File: src/inc/mies_pkg.sv
// ==========================================================
// shared constants and types for the instruction subset executor
package mies_pkg;

   // ==========================================================
   // widths of the datapath
   localparam int unsigned DATA_W = 8;      // accumulator and register width
   localparam int unsigned RADDR_W = 6;     // data register index, 0 to 63
   localparam int unsigned SADDR_W = 4;     // alternate page index, 0 to 15
   localparam int unsigned PC_W = 10;       // program counter, 0 to 1023

   // ==========================================================
   // field values and reset values
   localparam logic [SADDR_W-1:0] SFR_RD_MIN = 4'h5;  // lowest readable alt page index
   localparam logic [DATA_W-1:0] ACC_RST = 8'h00;     // accumulator after reset
   localparam logic ZERO_RST = 1'b0;                  // zero flag after reset
   localparam int unsigned SP_RST = 0;                // stack level after reset
   localparam logic [DATA_W-1:0] ONE_DATA = 8'h01;    // increment step
   localparam logic [PC_W-1:0] ONE_PC = 10'h001;      // return address step
   localparam logic DEST_ACC = 1'b0;                  // destination bit: accumulator

   // ==========================================================
   // instruction selector from the decode stage
   typedef enum logic [2:0] {
      OP_NOP = 3'b000,
      OP_INC_SKIP_IF_ZERO = 3'b001,
      OP_OR_ACC_WITH_REG = 3'b010,
      OP_OR_IMM_WITH_ACC = 3'b011,
      OP_READ_SPECIAL_PAGE_REG = 3'b100,
      OP_WRITE_SPECIAL_PAGE_REG = 3'b101,
      OP_LONG_SUBROUTINE_CALL = 3'b110
   } mies_op_e;

   // ==========================================================
   // executor sequencer
   typedef enum logic [1:0] {
      ST_IDLE = 2'b00,      // ready for a new instruction
      ST_SKIP_NOP = 2'b01,  // second cycle, fetched word discarded
      ST_CALL_JUMP = 2'b10  // second cycle of a call, return address pushed, program counter load strobe follows
   } mies_state_e;

endpackage

File: src/design/mies_exec.sv
`timescale 1ns/10ps
module mies_exec
   import mies_pkg::*;
#(
   parameter int unsigned SP_W = 3  // stack level width
)
(
   // clock and reset
   input logic sys_clk_i,
   input logic rst_b_i,
   // decoded instruction
   input logic instr_valid_i,
   input mies_pkg::mies_op_e op_i,
   input logic dest_bit_i,
   input logic [mies_pkg::RADDR_W-1:0] reg_addr_i,
   input logic [mies_pkg::DATA_W-1:0] imm_i,
   input logic [mies_pkg::SADDR_W-1:0] sfr_addr_i,
   input logic [mies_pkg::PC_W-1:0] call_target_i,
   input logic [mies_pkg::PC_W-1:0] pc_i,
   // read data for the addressed operands
   input logic [mies_pkg::DATA_W-1:0] reg_rdata_i,
   input logic [mies_pkg::DATA_W-1:0] sfr_rdata_i,
   // fetch control
   output logic busy_o,
   output logic flush_o,
   // accumulator and status
   output logic [mies_pkg::DATA_W-1:0] acc_o,
   output logic zero_o,
   // data register write
   output logic reg_we_o,
   output logic [mies_pkg::RADDR_W-1:0] reg_waddr_o,
   output logic [mies_pkg::DATA_W-1:0] reg_wdata_o,
   // alternate page write
   output logic sfr_we_o,
   output logic [mies_pkg::SADDR_W-1:0] sfr_waddr_o,
   output logic [mies_pkg::DATA_W-1:0] sfr_wdata_o,
   // return stack push
   output logic push_o,
   output logic [SP_W-1:0] push_level_o,
   output logic [mies_pkg::PC_W-1:0] push_data_o,
   output logic [SP_W-1:0] sp_o,
   // program counter load
   output logic pc_load_o,
   output logic [mies_pkg::PC_W-1:0] pc_target_o
);

   // ==========================================================
   // state
   mies_state_e state_q, state_d;
   logic [DATA_W-1:0] acc_q, acc_d;    // accumulator
   logic zero_q, zero_d;               // zero flag
   logic [SP_W-1:0] sp_q, sp_d;        // next free stack level
   logic busy_q, flush_q, reg_we_q, sfr_we_q, push_q, pc_load_q;
   logic [RADDR_W-1:0] reg_waddr_q;
   logic [DATA_W-1:0] reg_wdata_q;
   logic [SADDR_W-1:0] sfr_waddr_q;
   logic [DATA_W-1:0] sfr_wdata_q;
   logic [SP_W-1:0] push_level_q;
   logic [PC_W-1:0] push_data_q;
   logic [PC_W-1:0] target_q;          // held across the two call cycles

   // ==========================================================
   // decode, only taken while idle so a second cycle never overlaps
   wire take = instr_valid_i & (state_q == ST_IDLE);
   wire do_inc = take & (op_i == OP_INC_SKIP_IF_ZERO);
   wire do_orr = take & (op_i == OP_OR_ACC_WITH_REG);
   wire do_ori = take & (op_i == OP_OR_IMM_WITH_ACC);
   wire do_rds = take & (op_i == OP_READ_SPECIAL_PAGE_REG);
   wire do_wrs = take & (op_i == OP_WRITE_SPECIAL_PAGE_REG);
   wire do_call = take & (op_i == OP_LONG_SUBROUTINE_CALL);
   // indices below the readable range are ignored, accumulator holds
   wire rds_ok = do_rds & (sfr_addr_i >= SFR_RD_MIN);
   wire to_acc = dest_bit_i == DEST_ACC;

   // ==========================================================
   // shared increment and or unit
   logic [DATA_W-1:0] alu_res;
   logic alu_zero;
   mies_alu u_alu (
      .op_i(op_i),
      .acc_i(acc_q),
      .reg_i(reg_rdata_i),
      .imm_i(imm_i),
      .res_o(alu_res),
      .zero_o(alu_zero)
   );

   // ==========================================================
   // next values
   wire alu_to_acc = ((do_inc | do_orr) & to_acc) | do_ori;
   wire alu_to_reg = (do_inc | do_orr) & ~to_acc;
   wire skip = do_inc & alu_zero;
   // the increment leaves the zero flag alone, only the two ors touch it
   assign zero_d = (do_orr | do_ori) ? alu_zero : zero_q;
   assign acc_d = alu_to_acc ? alu_res :
                  rds_ok ? sfr_rdata_i : acc_q;
   assign sp_d = do_call ? sp_q + SP_W'(1) : sp_q;
   assign state_d = skip ? ST_SKIP_NOP :
                    do_call ? ST_CALL_JUMP : ST_IDLE;

   // ==========================================================
   // sequencer, accumulator, flag and stack level
   always_ff @(posedge sys_clk_i) begin
      if (!rst_b_i) begin
         state_q <= ST_IDLE;
         acc_q <= ACC_RST;
         zero_q <= ZERO_RST;
         sp_q <= SP_W'(SP_RST);
      end else begin
         state_q <= state_d;
         acc_q <= acc_d;
         zero_q <= zero_d;
         sp_q <= sp_d;
      end
   end

   // ==========================================================
   // one-cycle strobes toward fetch, registers, stack and pc
   always_ff @(posedge sys_clk_i) begin
      if (!rst_b_i) begin
         busy_q <= 1'b0;
         flush_q <= 1'b0;
         reg_we_q <= 1'b0;
         sfr_we_q <= 1'b0;
         push_q <= 1'b0;
         pc_load_q <= 1'b0;
      end else begin
         busy_q <= skip | do_call;
         flush_q <= skip;
         reg_we_q <= alu_to_reg;
         sfr_we_q <= do_wrs;
         push_q <= do_call;
         pc_load_q <= state_q == ST_CALL_JUMP;
      end
   end

   // ==========================================================
   // payloads, captured on every take, the call target one cycle ahead of its pc load strobe
   always_ff @(posedge sys_clk_i) begin
      if (!rst_b_i) begin
         reg_waddr_q <= '0;
         reg_wdata_q <= '0;
         sfr_waddr_q <= '0;
         sfr_wdata_q <= '0;
         push_level_q <= '0;
         push_data_q <= '0;
         target_q <= '0;
      end else if (take) begin
         reg_waddr_q <= reg_addr_i;
         reg_wdata_q <= alu_res;
         sfr_waddr_q <= sfr_addr_i;
         sfr_wdata_q <= acc_q;
         push_level_q <= sp_q;
         push_data_q <= pc_i + ONE_PC;
         target_q <= call_target_i;
      end
   end

   // ==========================================================
   // outputs, all straight from flops
   assign busy_o = busy_q;
   assign flush_o = flush_q;
   assign acc_o = acc_q;
   assign zero_o = zero_q;
   assign reg_we_o = reg_we_q;
   assign reg_waddr_o = reg_waddr_q;
   assign reg_wdata_o = reg_wdata_q;
   assign sfr_we_o = sfr_we_q;
   assign sfr_waddr_o = sfr_waddr_q;
   assign sfr_wdata_o = sfr_wdata_q;
   assign push_o = push_q;
   assign push_level_o = push_level_q;
   assign push_data_o = push_data_q;
   assign sp_o = sp_q;
   assign pc_load_o = pc_load_q;
   assign pc_target_o = target_q;
endmodule

File: src/design/mies_alu.sv
`timescale 1ns/10ps
// ==========================================================
// increment and or unit, purely combinational
module mies_alu
   import mies_pkg::*;
(
   // operation select
   input logic [2:0] op_i,
   // operands
   input logic [mies_pkg::DATA_W-1:0] acc_i,
   input logic [mies_pkg::DATA_W-1:0] reg_i,
   input logic [mies_pkg::DATA_W-1:0] imm_i,
   // result
   output logic [mies_pkg::DATA_W-1:0] res_o,
   output logic zero_o
);

   // ==========================================================
   // operand selection
   wire [DATA_W-1:0] inc_res = reg_i + ONE_DATA;  // wraps 0xff to 0x00
   wire [DATA_W-1:0] orr_res = acc_i | reg_i;
   wire [DATA_W-1:0] ori_res = acc_i | imm_i;

   // select by operation, the caller ignores other codes
   assign res_o = (op_i == OP_INC_SKIP_IF_ZERO) ? inc_res :
                  (op_i == OP_OR_ACC_WITH_REG) ? orr_res : ori_res;
   assign zero_o = (res_o == '0);

endmodule

File: config.mk
export PLATFORM = sky130hd
export DESIGN_NAME = mies_exec
export DESIGN_NICKNAME = d
export VERILOG_FILES = /design/src/inc/mies_pkg.sv /design/src/design/mies_exec.sv /design/src/design/mies_alu.sv
export SDC_FILE = /design/constraint.sdc
export NUM_CORES = 1
export LEC_CHECK = 0
export BUFFER_PORTS_ARGS = -buffer_cell sky130_fd_sc_hd__buf_2
export CAP_MARGIN = 5
export CORE_AREA = 2 2 109 111
export CTS_CLUSTER_SIZE = 12
export DETAILED_ROUTE_END_ITERATION = 7
export DIE_AREA = 0 0 111 113
export PLACE_DENSITY = 0.54
export RECOVER_POWER = 100
export SLEW_MARGIN = 0
export SYNTH_ARGS = -nofsm -noshare
export SYNTH_HDL_FRONTEND = slang
export SYNTH_SLANG_ARGS = --single-unit
export TNS_END_PERCENT = 30
File: constraint.sdc
create_clock -name sys_clk_i -period 3.4 [get_ports sys_clk_i]
set_input_delay 1.02 -clock sys_clk_i [delete_from_list [all_inputs] [get_ports sys_clk_i]]
set_output_delay 1.02 -clock sys_clk_i [all_outputs]
set_load 0.01 [all_outputs]
==> impl_metrics.yaml <==
synth:
  synthTopCellsByArea: "dfxtp_1, nand2_1, a21oi_1, nor2_1, nand3_1"
  synth_edf_count: 0
  netlist_instances: 381
  yosysUniqueCellTypes: 62
  synth_top_family_by_area: "simple AND/OR/NAND/NOR gates"
  synth_warnings: 0
  syn-num-nets: 445
  syn_area_um2: 3132
  synth_fa_ha_area_share_pct: 1.199
  ys_seq_area_share_pct: 43.47
  synth-xor-area-share_pct: 3.636
  synthSimpleGateAreaFrac_pct: 24.97
  synth_top_area_cell: "dfxtp_1"
  ys_seq_elements: 68
  synthMuxAreaShare_pct: 0
  synth_area_per_cell_um2: 8.220
  synthArstFlopShare_pct: 0
  synth-compound-area-share_pct: 22.37
  ys.flop_type: "dfxtp_1"
  synth_top_area_share_pct: 43.47
detailed_routing:
  dr.pass1.iters: 4
  via_per_inst: 4.776
  final_antenna_net_count: 0
  highest_layer: "met4"
  wl_per_cell_um: 14.16
  wirelength_um: 9248
  met2_length_um: 4389
  met1Wirelength_um: 3982
  drc: 0
  drtIter0Drc: 122
  dr_total_vias: 3119
  wl_met3_um: 699
global_route:
  grt_max_degree: 44
  grt.total_usage_pct: 14.82
  overflow: 0
  grt_pass1_wl_um: 15100
  grt_pass1_vias: 3095
  grt_antenna_before_repair: 0
worst_setup_path:
  r2r_slack_ns: 0.99
  cp_max_fo: 23
  required_ns: 3.60
  path_cells: "buf_2 -> or3b_2 -> clkbuf_1 -> a211oi_4 -> or2_1 -> nor2_1 -> a2111oi_0"
  slowest_stage: "or3b_2"
  cp-start-kind: "input port"
  worst-setup-path-type: "input port to register"
  cp-end-kind: "register"
  crit_family: "simple AND/OR/NAND/NOR gates"
  critPathBufInv: 2
  crit_arrival_ns: 3.03
  max_stage_delay_ns: 0.49
clock_tree:
  cts_root_buf: "clkbuf_16"
  cts_setup_buffers: 0
  cts_tree: "built"
  cts_hold_buf: 0
  cts.path.max_buffers: 2
  cts.clk_slew.worst_paths_ns: 0.05
  numCtsBuffers: 9
  cts_resized: 0
  clk_latency_ns: 0.33
  h-tree-depth: 3
  numClockSinks: 68
sta:
  setup_viol: 0
  slew_headroom_pct: 24.26
  rsz0062_at_grt: "no"
  fin_crit_ns: 2.829
  hold_slack_ns: 0.4514
  drv_slew: 0
  tightest_slew_ns: 1.136
  hold_viol: 0
  finClkSkew_ns: 0.01062
  period_share_pct: 83.22
  tns_ns: 0
  max_freq_mhz: 353.4
  setup_ws_ns: 0.5706
die:
  fp.coreArea_um2: 11270
  initial_core_util_pct: 27.78
  die_w_um: 111
  io_pins: 128
  rows: 39
  fp.dieArea_um2: 12540
  die_h_um: 113
layout:
  area_growth_pct: 31.04
  fill_cells: 1213
  diodes: 0
  regArea_um2: 1361
  drive_above_1_share_pct: 18.63
  fin_nets: 569
  multi_input_area_um2: 1630
place:
  gp_congestion: 0.8375
  port-buffer-count: 127
  place_ws_ns: 0.3472
  hpwl_um: 7059
run:
  maxCapViolations: 0
power_and_ir_drop:
  irDropWorstVdd_v: 0.0002475
  p_leak_nw: 1.556
  powerDensity_nw_per_um2: 500.6
outcome:
  outcome: "complete, no violations"
min_path:
  hold_class: "register to register"
-- per-stage QoR --
stage / util [%] / power, W / cell area [um^2] / instances
6_report: 36.41 / 0.002054 / 4104 / 653
5_1_grt: 36.41 / 0.002163 / 4104 / 653
2_1_floorplan: - / 0.001050 / 3132 / 381
3_3_place_gp: 34.82 / 0.001177 / 3925 / 637
3_5_place_dp: 34.82 / 0.001181 / 3925 / 637
4_1_cts: 37.43 / 0.002105 / 4219 / 653
-- tightest hold or removal path, cell delays in order (launching register included) --
cell     delay, ns
dfxtp_1       0.30
nand2_1       0.05
a21oi_1       0.05
-- cell usage after synthesis (2+ instances only) --
library cell	instances
clkbuf_1	15
xnor2_1	6
or4b_1	4
o32ai_1	2
nand3b_1	5
nand2b_1	5
a211oi_1	8
dfxtp_1	68
o21a_1	2
a21oi_1	50
or3_1	3
inv_1	9
o21ai_0	4
o32a_1	2
xor2_1	7
nand3_1	13
a211o_1	2
o31ai_1	2
or3b_1	2
buf_2	4
nor3b_1	2
and3_1	2
or2_1	3
nand2_1	92
a31oi_1	2
a21o_1	2
ha_1	3
a22oi_1	4
nor2_1	21
nor3_1	5
-- power breakdown --
group          leakage (nW)  internal, W  switching (W)  total [W]
clock                 0.131     0.000566       0.000341   0.000906
sequential            0.557     0.000838      0.0000277   0.000866
combinational         0.868     0.000111       0.000171   0.000282
-- layout make-up --
type                    count  share of cell area (%)
clock buffers              10                   5.579
inverters                  10                  0.9146
multi-input cells         281                   39.73
flip-flops and latches     68                   33.17
clock inverters             6                   1.585
well taps                 143                   4.360
repair buffers            135                   14.66
-- routing by layer --
| metal | vias up | track usage (%) |
|---|---|---|
| met3 | 11 | 5.838 |
| met4 | 0 | 5.250 |
| met2 | 88 | 25.11 |
| met1 | 1440 | 17.09 |
| li1 | 1580 | - |
| met5 | - | 0 |
-- layout by cell type, fill, tap and decap left out, types with 3 or more instances in the layout --
master      Yosys  layout
or3_1           3       3
nand2_1        92      92
clkbuf_1       15      70
a21oi_1        50      50
buf_4           0       5
a22oi_1         4       4
xnor2_1         6       6
dfxtp_1        68      68
ha_1            3       3
clkinvlp_4      0       4
clkbuf_16       0       9
o21ai_0         4       4
xor2_1          7       7
nand3b_1        5       5
a211oi_1        8       8
nor2_1         21      21
buf_2           4      59
inv_1           9       9
nand3_1        13      13
or2_1           3       3
nor3_1          5       5
or4b_1          4       5
nand2b_1        5       5
-- registers in the layout, summed over array words and instances, names as in the netlist, 3 cells and up --
name / flops
push_data_o: 10
reg_wdata_o: 8
sp_o: 3
sfr_wdata_o: 8
reg_waddr_o: 6
acc_o: 8
pc_target_o: 10
sfr_waddr_o: 4
push_level_o: 3
-- final timing paths --
check                                    start              to  depth (start not counted)
worst min register to register  reg_waddr_o[5]  reg_waddr_o[5]                          2
worst max register to register      state_q[0]        acc_o[3]                          6
worst max-delay path             instr_valid_i        acc_o[3]                          7
worst min-delay path            reg_waddr_o[5]  reg_waddr_o[5]                          2
-- cells by family after synthesis --
logic type | Yosys count
AO/OA/AOI/OAI | 100
buffers and inverters | 32
AND/OR/NAND/NOR | 165
XOR/XNOR | 13
flip-flops | 68
adder cells (fa/ha/maj) | 3
(Power assumes the default switching activity.)
